<file path="src/logic/pflow_consts.svh">
`ifndef PFLOW_CONSTS_SVH
`define PFLOW_CONSTS_SVH
// ==========================================
// Register map, byte addresses
`define ADDR_CTRL   8'h00
`define ADDR_PC     8'h04
`define ADDR_CORE   8'h08
`define ADDR_LINK   8'h0C
`define ADDR_PTRS   8'h10
`define ADDR_WDOG   8'h14
// ==========================================
// Field positions and reset values
`define CTRL_RUN    0
`define STAT_BANK   5
`define STACK_RST   16'hFFFF
// ==========================================
// Special data addresses
`define FR_LINKH    8'h02
`define FR_LINKL    8'h03
`define FR_DSPH     8'h06
`define FR_DSPL     8'h07
`define FR_STATUS   8'h08
`define FR_PCL      8'h09
// ==========================================
// Timing and bus answers
`define WDOG_LIMIT  12'hFFF
`define RESP_OKAY   2'h0
`define RESP_DECERR 2'h3
`endif

</file>
<file path="src/logic/pflow_pkg.sv">
package pflow_pkg;
  typedef enum logic [2:0] {
    OP_MISC, OP_JMP, OP_CALL, OP_BIT, OP_MOV, OP_RETW, OP_LOAD, OP_ADDPCL
  } major_t;
  typedef enum logic [1:0] {BIT_SET, BIT_CLR, BIT_SKIPSET, BIT_SKIPCLR} bitop_t;
  typedef enum logic [1:0] {MV_TOACC, MV_FROMACC, MV_TOTOS, MV_FROMTOS} move_t;
  typedef enum logic [2:0] {
    MS_NOP, MS_RET, MS_RETNP, MS_KICK, MS_SPEED, MS_PAGE
  } misc_t;

  typedef struct packed {
    logic [15:0]       pc;
    logic              decValid;
    logic [15:0]       decPc;
    logic              exValid;
    logic [15:0]       exPc;
    logic [15:0]       exInstr;
    logic              skipPending;
    logic              wbValid;
    logic [4:0]        wbAddr;
    logic [7:0]        wbData;
    logic [15:0][15:0] stack;
    logic [7:0]        acc;
    logic [2:0]        bank;
    logic [2:0]        speed;
    logic [2:0]        divCnt;
    logic [7:0]        dptrH;
    logic [7:0]        dptrL;
    logic [7:0]        dspH;
    logic [7:0]        dspL;
    logic [11:0]       wdog;
    logic              wdogExpired;
    logic              run;
    logic              awready;
    logic              awHave;
    logic [7:0]        awAddr;
    logic              wready;
    logic              wHave;
    logic [31:0]       wData;
    logic [3:0]        wStrb;
    logic              bvalid;
    logic [1:0]        bresp;
    logic              arready;
    logic              rvalid;
    logic [31:0]       rdata;
    logic [1:0]        rresp;
  } core_t;

  typedef struct packed {
    logic [31:0][7:0] mem;
    logic [7:0]       rdData;
  } ram_t;
endpackage

</file>
<file path="src/logic/program_flow_core.sv">
`timescale 1ns/1ps
`default_nettype none
`include "pflow_consts.svh"
module program_flow_core
  import pflow_pkg::*;
(
  input  wire logic        mclk,
  input  wire logic        sys_rst,
  input  wire logic        clkEn,
  output logic      [15:0] imemAddr,
  input  wire logic [15:0] imemData,
  output logic             wdogExpired,
  input  wire logic [7:0]  awaddr,
  input  wire logic        awvalid,
  output logic             awready,
  input  wire logic [31:0] wdata,
  input  wire logic [3:0]  wstrb,
  input  wire logic        wvalid,
  output logic             wready,
  output logic      [1:0]  bresp,
  output logic             bvalid,
  input  wire logic        bready,
  input  wire logic [7:0]  araddr,
  input  wire logic        arvalid,
  output logic             arready,
  output logic      [31:0] rdata,
  output logic      [1:0]  rresp,
  output logic             rvalid,
  input  wire logic        rready
);
  core_t       st;
  core_t       next_st;
  logic [15:0] ins;
  major_t      op;
  logic [7:0]  fr;
  logic        tick;
  logic        step;
  logic        live;
  logic        useTos;
  logic [4:0]  srcAddr;
  logic [7:0]  ramRdata;
  logic [4:0]  rdAddr;
  logic [7:0]  operand;
  logic [7:0]  mask;
  logic [15:0] nextPc;
  logic [15:0] target;
  logic        flush;
  logic        skip;
  logic        popRet;
  logic        doRam;
  logic [4:0]  ramAddr;
  logic [7:0]  ramVal;
  logic        doWr;
  logic [7:0]  wrVal;

  function automatic logic isSpecial(input logic [7:0] a);
    return a[7:4] == 4'h0;
  endfunction

  function automatic logic [33:0] readReg(input logic [7:0] a, input core_t s);
    if (a == `ADDR_CTRL) begin
      return {`RESP_OKAY, 31'h0, s.run};
    end else if (a == `ADDR_PC) begin
      return {`RESP_OKAY, 16'h0000, s.exPc};
    end else if (a == `ADDR_CORE) begin
      return {`RESP_OKAY, 17'h0, s.speed, 1'b0, s.bank, s.acc};
    end else if (a == `ADDR_LINK) begin
      return {`RESP_OKAY, 16'h0000, s.stack[0]};
    end else if (a == `ADDR_PTRS) begin
      return {`RESP_OKAY, s.dptrH, s.dptrL, s.dspH, s.dspL};
    end else if (a == `ADDR_WDOG) begin
      return {`RESP_OKAY, 19'h0, s.wdogExpired, s.wdog};
    end else begin
      return {`RESP_DECERR, 32'h0000_0000};
    end
  endfunction

  assign imemAddr    = st.pc;
  assign wdogExpired = st.wdogExpired;
  assign awready     = st.awready;
  assign wready      = st.wready;
  assign bresp       = st.bresp;
  assign bvalid      = st.bvalid;
  assign arready     = st.arready;
  assign rdata       = st.rdata;
  assign rresp       = st.rresp;
  assign rvalid      = st.rvalid;

  // ==========================================
  // Data memory, read in decode, written in write stage
  assign rdAddr = (imemData[15:13] == 3'(OP_MOV) && imemData[12:11] == 2'(MV_FROMTOS))
                  ? st.dspL[4:0] : imemData[4:0];

  data_bytes_ram dataRam (
    .mclk   (mclk),
    .sys_rst(sys_rst),
    .en     (step),
    .rdAddr (rdAddr),
    .rdData (ramRdata),
    .wrEn   (st.wbValid),
    .wrAddr (st.wbAddr),
    .wrData (st.wbData)
  );

  // ==========================================
  // Core next state
  always_comb begin
    next_st = st;
    ins     = st.exInstr;
    op      = major_t'(ins[15:13]);
    fr      = ins[7:0];
    tick    = (st.divCnt == 3'h0);
    step    = clkEn && st.run && tick;
    live    = st.exValid && !st.skipPending;
    useTos  = (op == OP_MOV) && (ins[12:11] == 2'(MV_FROMTOS));
    srcAddr = useTos ? st.dspL[4:0] : fr[4:0];
    mask    = 8'h01 << ins[10:8];
    nextPc  = st.exPc + 16'h0001;
    target  = nextPc;
    flush   = 1'b0;
    skip    = 1'b0;
    popRet  = 1'b0;
    doRam   = 1'b0;
    ramAddr = fr[4:0];
    ramVal  = 8'h00;
    doWr    = 1'b0;
    wrVal   = 8'h00;
    // Forward the write stage, the ram has not stored it yet
    if (useTos || !isSpecial(fr)) begin
      operand = (st.wbValid && st.wbAddr == srcAddr) ? st.wbData : ramRdata;
    end else if (fr == `FR_LINKH) begin
      operand = st.stack[0][15:8];
    end else if (fr == `FR_LINKL) begin
      operand = st.stack[0][7:0];
    end else if (fr == `FR_DSPH) begin
      operand = st.dspH;
    end else if (fr == `FR_DSPL) begin
      operand = st.dspL;
    end else if (fr == `FR_STATUS) begin
      operand = {st.bank, 5'h00};
    end else if (fr == `FR_PCL) begin
      operand = nextPc[7:0];
    end else begin
      operand = 8'h00;
    end

    // Speed divider gates every core step
    if (clkEn && st.run) begin
      next_st.divCnt = tick ? st.speed : st.divCnt - 3'h1;
      if (st.wdog == `WDOG_LIMIT) begin
        next_st.wdogExpired = 1'b1;
      end else begin
        next_st.wdog = st.wdog + 12'h001;
      end
    end

    if (step && live) begin
      case (op)
        OP_JMP: begin
          target = {st.bank, ins[12:0]};
          flush  = 1'b1;
        end
        OP_CALL: begin
          for (int i = 15; i > 0; i--) begin
            next_st.stack[i] = st.stack[i - 1];
          end
          next_st.stack[0] = nextPc;
          target = {st.bank, ins[12:0]};
          flush  = 1'b1;
        end
        OP_MISC: begin
          case (misc_t'(ins[10:8]))
            MS_RET: begin
              popRet       = 1'b1;
              next_st.bank = st.stack[0][15:13];
            end
            MS_RETNP: begin
              popRet = 1'b1;
            end
            MS_KICK: begin
              next_st.wdog = 12'h000;
            end
            MS_SPEED: begin
              next_st.speed = ins[2:0];
            end
            MS_PAGE: begin
              next_st.bank = ins[2:0];
            end
            default: begin
              // Codes 6 and 7 are stepping word transfers; the transfer itself is outside
              if (ins[10:9] == 2'h3) begin
                {next_st.dptrH, next_st.dptrL} = {st.dptrH, st.dptrL} + 16'h0002;
              end
            end
          endcase
        end
        OP_RETW: begin
          popRet       = 1'b1;
          next_st.bank = st.stack[0][15:13];
          next_st.acc  = fr;
        end
        OP_BIT: begin
          case (bitop_t'(ins[12:11]))
            BIT_SET: begin
              doWr  = 1'b1;
              wrVal = operand | mask;
            end
            BIT_CLR: begin
              doWr  = 1'b1;
              wrVal = operand & ~mask;
            end
            BIT_SKIPSET: begin
              skip = |(operand & mask);
            end
            default: begin
              skip = ~|(operand & mask);
            end
          endcase
        end
        OP_MOV: begin
          case (move_t'(ins[12:11]))
            MV_TOACC: begin
              next_st.acc = operand;
            end
            MV_FROMACC: begin
              doWr  = 1'b1;
              wrVal = st.acc;
            end
            MV_TOTOS: begin
              doRam   = 1'b1;
              ramAddr = st.dspL[4:0];
              ramVal  = operand;
            end
            default: begin
              doWr  = 1'b1;
              wrVal = operand;
            end
          endcase
        end
        OP_LOAD: begin
          if (ins[12]) begin
            next_st.dptrH = fr;
          end else begin
            next_st.dptrL = fr;
          end
        end
        default: begin
          target = {nextPc[15:8], nextPc[7:0] + st.acc};
          flush  = 1'b1;
        end
      endcase
      if (popRet) begin
        target = st.stack[0];
        flush  = 1'b1;
        for (int i = 0; i < 15; i++) begin
          next_st.stack[i] = st.stack[i + 1];
        end
        next_st.stack[15] = `STACK_RST;
      end
      // Writes to core registers land now, data bytes in the write stage
      if (doWr) begin
        if (!isSpecial(fr)) begin
          doRam   = 1'b1;
          ramAddr = fr[4:0];
          ramVal  = wrVal;
        end else if (fr == `FR_LINKH) begin
          next_st.stack[0][15:8] = wrVal;
        end else if (fr == `FR_LINKL) begin
          next_st.stack[0][7:0] = wrVal;
        end else if (fr == `FR_DSPH) begin
          next_st.dspH = wrVal;
        end else if (fr == `FR_DSPL) begin
          next_st.dspL = wrVal;
        end else if (fr == `FR_STATUS) begin
          next_st.bank = wrVal[`STAT_BANK +: 3];
        end else if (fr == `FR_PCL) begin
          target = {nextPc[15:8], wrVal};
          flush  = 1'b1;
        end
      end
    end

    // ==========================================
    // Pipeline advance
    if (step) begin
      // Slow speeds hold the fetch address so the decoded word stays on the bus
      next_st.pc       = (st.speed == 3'h0) ? st.pc + 16'h0001 : st.pc;
      next_st.decValid = 1'b1;
      next_st.decPc    = st.pc;
      next_st.exValid  = st.decValid;
      next_st.exPc     = st.decPc;
      next_st.exInstr  = imemData;
      next_st.wbValid  = doRam;
      next_st.wbAddr   = ramAddr;
      next_st.wbData   = ramVal;
      if (st.exValid && st.skipPending) begin
        next_st.skipPending = (op == OP_LOAD) ||
          (op == OP_MISC && ins[10:8] == 3'(MS_PAGE));
      end else if (st.exValid) begin
        next_st.skipPending = skip;
      end
      if (flush) begin
        next_st.pc          = target;
        next_st.decValid    = 1'b0;
        next_st.exValid     = 1'b0;
        next_st.skipPending = 1'b0;
      end
    end else if (clkEn && st.run && st.divCnt == 3'h1) begin
      // Last idle cycle before a step: present the word after the decoded one
      if (st.decValid) begin
        next_st.pc = st.decPc + 16'h0001;
      end
    end else if (clkEn && st.decValid) begin
      // Keep the decoded word on the bus; when stopped, drop it and fetch again
      next_st.pc       = st.decPc;
      next_st.decValid = st.run;
    end

    // ==========================================
    // Register bus
    if (st.bvalid && bready) begin
      next_st.bvalid = 1'b0;
    end
    if (awvalid && st.awready) begin
      next_st.awHave = 1'b1;
      next_st.awAddr = awaddr;
    end
    if (wvalid && st.wready) begin
      next_st.wHave = 1'b1;
      next_st.wData = wdata;
      next_st.wStrb = wstrb;
    end
    if (next_st.awHave && next_st.wHave && !next_st.bvalid) begin
      next_st.bvalid = 1'b1;
      next_st.awHave = 1'b0;
      next_st.wHave  = 1'b0;
      next_st.bresp  = readReg(next_st.awAddr, st)[33:32];
      if (next_st.awAddr == `ADDR_CTRL && next_st.wStrb[0]) begin
        next_st.run = next_st.wData[`CTRL_RUN];
      end
    end
    next_st.awready = !next_st.awHave && !next_st.bvalid;
    next_st.wready  = !next_st.wHave && !next_st.bvalid;
    if (st.rvalid && rready) begin
      next_st.rvalid  = 1'b0;
      next_st.arready = 1'b1;
    end
    if (arvalid && st.arready) begin
      next_st.arready = 1'b0;
      next_st.rvalid  = 1'b1;
      {next_st.rresp, next_st.rdata} = readReg(araddr, st);
    end

    if (sys_rst) begin
      next_st         = '0;
      next_st.stack   = {16{`STACK_RST}};
      next_st.arready = 1'b1;
    end
  end

  always_ff @(posedge mclk) begin
    if (sys_rst || clkEn) begin
      st <= next_st;
    end
  end
endmodule
`default_nettype wire

</file>
<file path="src/logic/data_bytes_ram.sv">
`timescale 1ns/1ps
`default_nettype none
module data_bytes_ram
  import pflow_pkg::*;
(
  input  wire logic       mclk,
  input  wire logic       sys_rst,
  input  wire logic       en,
  input  wire logic [4:0] rdAddr,
  output logic      [7:0] rdData,
  input  wire logic       wrEn,
  input  wire logic [4:0] wrAddr,
  input  wire logic [7:0] wrData
);
  ram_t st;
  ram_t next_st;

  assign rdData = st.rdData;

  always_comb begin
    next_st = st;
    if (en) begin
      // Write-first so a read racing the write stage sees the new byte
      if (wrEn && wrAddr == rdAddr) begin
        next_st.rdData = wrData;
      end else begin
        next_st.rdData = st.mem[rdAddr];
      end
      if (wrEn) begin
        next_st.mem[wrAddr] = wrData;
      end
    end
    if (sys_rst) begin
      next_st = '0;
    end
  end

  always_ff @(posedge mclk) begin
    st <= next_st;
  end
endmodule
`default_nettype wire

</file>
<file path="config.mk">
export PLATFORM = sky130hd
export DESIGN_NAME = program_flow_core
export DESIGN_NICKNAME = d
export VERILOG_FILES = /design/src/logic/pflow_pkg.sv /design/src/logic/program_flow_core.sv /design/src/logic/data_bytes_ram.sv
export VERILOG_INCLUDE_DIRS = /design/src /design/src/logic
export SDC_FILE = /design/constraint.sdc
export NUM_CORES = 2
export LEC_CHECK = 0
export ABC_AREA = 1
export CELL_PAD_IN_SITES_DETAIL_PLACEMENT = 1
export CELL_PAD_IN_SITES_GLOBAL_PLACEMENT = 2
export CORE_AREA = 10 10 343 345
export CTS_BUF_LIST = sky130_fd_sc_hd__clkbuf_4
export DETAILED_ROUTE_END_ITERATION = 16
export DIE_AREA = 0 0 353 355
export DONT_BUFFER_PORTS = 1
export PLACE_DENSITY = 0.65
export SETUP_SLACK_MARGIN = 0.5
export SYNTH_ARGS = -nofsm -noshare
export SYNTH_HDL_FRONTEND = slang
export SYNTH_SLANG_ARGS = --single-unit
</file>
<file path="constraint.sdc">
create_clock -name mclk -period 20.9 [get_ports mclk]
set_input_delay 1.045 -clock mclk [delete_from_list [all_inputs] [get_ports mclk]]
set_output_delay 1.045 -clock mclk [all_outputs]
set_load 0.02 [all_outputs]
</file>
# After elaboration in Yosys (flattened, before gate mapping)
# Index checks and enable logic that the tools add are counted.
[totals]
out_inout_bits = 58
regBits = 717
elab_cells = 373
in_bits = 76
[op_classes]
n_bitwise = 4
mux = 141
n_eq_ne = 48
reduce_logical = 86
addsub = 7
magnitude_cmp = 3
n_shift = 1
[op_table]
columns = ["operator", "count"]
rows = [
  ["$mux 256", 2],
  ["$mux 34", 12],
  ["$mux 16", 21],
  ["$mux 270", 1],
  ["$bwmux 256", 1],
  ["$mux 8", 25],
  ["$mux 64", 1],
  ["$pmux 16 s2", 2],
  ["$pmux 8 s2", 4],
  ["$mux 17", 3],
  ["$add 16x1->16 const B", 3],
  ["$eq 8x4->1 const B", 6],
  ["$mux 44", 1],
  ["$bmux 8 s5", 1],
  ["$demux 8 s5", 1],
  ["$mux 37", 1],
  ["$mux 12", 3],
  ["$mux 3", 12],
  ["$mux 36", 1],
  ["$mux 5", 7],
  ["$mux 1", 34],
  ["$eq 8x3->1 const B", 4],
  ["$eq 8x5->1 const B", 4],
  ["$reduce_bool 2->1", 13],
  ["other kinds (46)", 127],
]

# Depth between registers and ports, before layout
[logic_depth]
word_depth = 22
depth_mapped = 20
ltp_nobuf = 19

# Hierarchy
# Synthesis repeated with hierarchy kept, for this count alone.
[unflattened]
cells_unflattened = 4118
area_unflattened_um2 = 36327.3
[modules_own_cells]
columns = ["mod", "area_each_um2", "cells_per_inst", "seq_area_each_um2", "instances"]
rows = [
  ["program_flow_core", 24202.0, 2470, 13543.0, 1],
  ["data_bytes_ram", 12125.4, 1648, 5285.1, 1],
]

# Worst setup path after synthesis
# Ideal clock, no wire load.
[synth_timing]
path_kind = "input port to flip-flop"
from = "in clkEn"
to = "reg st[166] (netlist name), enable pin"
path_buffers = 0
setup_ns = 0.591
path_stages = 8
path_slack_ns = 13.187
required_ns = 20.309
arrival_time_ns = 7.123
path_cell_list = "nand2_1 -> nor2_4 -> inv_2 -> nor3_2 -> inv_2 -> nand2_1 -> nand2_1 -> inv_1"
[synth_via]
elab_chain_len = 5
word_cells_on_any_way = 6
cone_classes = "reduce/logical: 6"
[synth_lines]
columns = ["element", "line", "rtl"]
rows = [
  ["start: declaration", "program_flow_core.sv:9", "input wire logic clkEn,"],
  ["$logic_and 1x1->1 (2 in series)", "program_flow_core.sv:113", "step = clkEn && st.run && tick;"],
  ["$logic_and 1x1->1", "program_flow_core.sv:157", "if (step && live) begin"],
  ["$reduce_bool 2->1 (no line)", "--", ""],
  ["$reduce_and 3->1 (no line) (*)", "--", ""],
  ["end signal: assignment", "program_flow_core.sv:363", "st <= next_st;"],
  ["end: declaration", "program_flow_core.sv:31", "core_t st;"],
]
# Every way passes the cells marked *; elsewhere a longest branch is shown, timed or not.
# A chain may end at the register's enable or synchronous reset.

# Worst setup path after layout
[layout_timing]
from = "reg st[87] (netlist name)"
to = "reg st[180] (netlist name), enable pin"
[layout_via]
elab_chain_len = 5
[layout_lines]
columns = ["element", "line"]
rows = [
  ["$logic_and 1x1->1 (2 in series)", "program_flow_core.sv:113"],
  ["$logic_and 1x1->1", "program_flow_core.sv:157"],
  ["$reduce_bool 2->1 (no line)", "--"],
  ["$reduce_and 3->1 (no line)", "--"],
]
# No other way between the ends.

==> reports/qor.yml <==
nNetsFinal: 3970
synthXorXnorAreaFrac_pct: 1.20
crit_arrival_ps: 6650
status: "finished clean"
cts_tree: "done"
crit_family: "buffers and inverters"
p_leak_nw: 14.7
synth.distinct_cells: 57
core_sq_um: 110000
synth-edff-count: 451
wirelength_microns: 127000
synth.mux.area_fraction_pct: 0.199
final_common_cell: "inv_1"
synth_compound_area_share_pct: 22.9
ir_worst_vdd_v: 0.0000512
syn-instance-count: 3919
path_clk_slew_ps: 70
worstMarginPinSlew_ps: 1180
rows: 122
syn_avg_cell_area_sq_um: 8.97
final_cell_mix: "inv_1, o21ai_0, edfxtp_1"
finClkSkew_ps: 104
num_vias: 29310
cts_sinks: 715
synth_top_family_by_area: "compound AO/OA/AOI/OAI gates"
fin_setup_tns_ps: 0
crit_slowest_cell: "buf_4"
root_buffer: "clkbuf_4"
post-cts-setup-buffer-count: 0
grt_pass1_vias: 29653
fp.dieW_microns: 353
async_reset_ff_share_pct: 0
path_cells: "nand2_1 -> nor2_4 -> inv_2 -> buf_4 -> nor3_2 -> inv_2 -> nand2_1 -> nand2_1 -> inv_8 -> buf_4 -> buf_4"
drc: 0
boundaryPins: 134
synth-simple-area-share_pct: 12.0
yosys_warnings: 0
slew_headroom_pct: 20.8
endpoint_kind: "flip-flop"
final_area_sq_um: 38800
area_growth_pct: 10.3
finalMaxSlewViolations: 0
drt_iter0_drc: 2316
rsz0062_at_grt: "false"
synth_seq_cells: 715
synthFlopType: "edfxtp_1"
finalHoldViolations: 0
grt_pass1_wl_microns: 192000
period_needed_ps: 5920
dp.cells: 5146
netlist_area_sq_um: 35200
vias_per_cell: 5.31
placed_area_sq_um: 36100
cap_violations: 0
criticalPathCategory: "reg -> reg"
die_area_sq_um: 125000
fin_cells: 5524
hpwl_microns: 82800
setup_viol: 0
cpPeakStageDelay_ps: 950
start_kind: "flip-flop"
antenna_left: 0
seq_area_frac_synth_pct: 53.5
fillCellCount: 12919
track_usage_pct: 19.7
antenna_found_initial: 6
clock_latency_ps: 1150
die-height_microns: 355
cts.path.max_buffers: 3
numCtsBuffers: 207
avgRoutedWirePerCell_microns: 23.1
ctsHtreeMaxLevel: 4
grt_overflow_total: 0
initial_core_util_pct: 31.9
grt_max_degree: 218
synth_fa_ha_area_share_pct: 0.626
routabilityCongestion: 0.955
post-route-period-util_pct: 28.3
synth_fp_nets: 4012
timing.fmax_mhz: 169
drive_gt1_share_pct: 11.6
pwr_density_cell_nw_per_um2: 86.0
first_pass_iters: 5
path_max_fanout: 105
worstPathRequired_ps: 21630
cp.buffers_inverters: 6
portBuffers: 0
hp-class: "in -> reg"
## where the power goes
part	internal, W	switching (W)
Clock	0.000692	0.000644
Sequential	0.00159	0.0000662
Combinational	0.0000891	0.000260
## cell usage after synthesis (5+ instances only)
cell / count / area (sq um)
inv_1: 487 / 1830
o21ai_0: 477 / 2390
edfxtp_1: 451 / 13500
nor2_1: 399 / 1500
nand2_1: 340 / 1280
a21oi_1: 335 / 1680
dfxtp_1: 264 / 5290
o221ai_1: 243 / 2130
clkbuf_1: 212 / 796
nand3_1: 112 / 561
nor3_1: 63 / 315
o22ai_1: 63 / 394
buf_4: 56 / 420
o211ai_1: 54 / 405
a211oi_1: 53 / 398
xor2_1: 45 / 394
inv_2: 28 / 105
buf_2: 26 / 130
nand4_1: 25 / 156
o21ai_1: 21 / 105
o21a_1: 18 / 135
ha_1: 16 / 200
a31oi_1: 15 / 93.8
nor2_2: 14 / 87.6
a221oi_1: 9 / 78.8
buf_1: 9 / 33.8
clkinv_1: 8 / 30.0
mux2i_1: 7 / 70.1
or2_2: 7 / 43.8
a22oi_1: 5 / 37.5
nor3_2: 5 / 50.1
nor4_1: 5 / 31.3
## final timing paths
| kind | from | end | slack [ps] | cells after the start |
|---|---|---|---|---|
| max reg2reg | st[87] | st[180] | 14980 | 11 |
| min reg2reg | dataRam.st[247] | dataRam.st[247] | 450 | 2 |
| min | imemData[8] | ins[8] | 120 | 2 |
| max | st[87] | st[180] | 14980 | 11 |
## area by class of cell
cell class / instances / area (sq um) / share of cell area [%]
timing repair buffer: 54 / 460 / 1.19
clock buffer: 320 / 2400 / 6.19
tap: 1488 / 1860 / 4.80
inverter: 523 / 1990 / 5.14
multi-input combinational: 2376 / 13000 / 33.6
sequential: 715 / 18800 / 48.5
clock inverter: 42 / 213 / 0.548
antenna: 6 / 15.0 / 0.0387
## registers in the layout, summed over array words and instances, names as in the netlist
register        cells
st                379
wdogExpired         1
rresp               1
awready             1
rdata              32
imemAddr           16
dataRam.rdData      8
rvalid              1
bresp               1
ins                16
dataRam.st        256
arready             1
wready              1
bvalid              1
## per-stage QoR
stage | hold slack, ps | power, W | setup WS (ps) | util (%)
finish | 122 | 0.00334 | 14980 | 35.2
global route | 45.8 | 0.00351 | 14590 | 35.1
CTS | 0.113 | 0.00339 | 14900 | 35.1
detailed placement | 436 | 0.00203 | 14730 | 32.7
global placement | 430 | 0.00202 | 14740 | 32.7
floorplan | 420 | 0.00190 | 13190 | -
## worst reg2reg max path: cells and delay by family, from the launching register on
family / cells / cell delay, ps
buffers and inverters: 6 / 3050
AND/OR/NAND/NOR: 5 / 1800
flip-flops: 1 / 640
## kinds of logic (layout without fill, tap and decap cells)
logic type | Yosys count | count (layout)
AO/OA/AOI/OAI | 1316 | 1316
AND/OR/NAND/NOR | 988 | 988
buffers and inverters | 828 | 939
flip-flops | 715 | 715
XOR/XNOR | 48 | 48
adder cells (fa/ha/maj) | 17 | 17
multiplexers | 7 | 7
other | 0 | 6
## metal layers
layer	routed length (microns)	GRT usage (%)	vias to the layer above	part of all wire (%)
met5	13	0	-	0.010
met4	3680	6.87	2	2.9
met3	8220	4.98	214	6.5
met2	55100	29.7	763	43
met1	60400	27.3	14427	47
li1	-	-	13904	-
## timing repair
item,in CTS,in global routing
gates resized for setup,0,0
endpoints found under the hold margin,36,0
hold buffers,10,0
endpoints found under the setup margin,0,0
No activity file was read; power rests on OpenSTA's default activity.
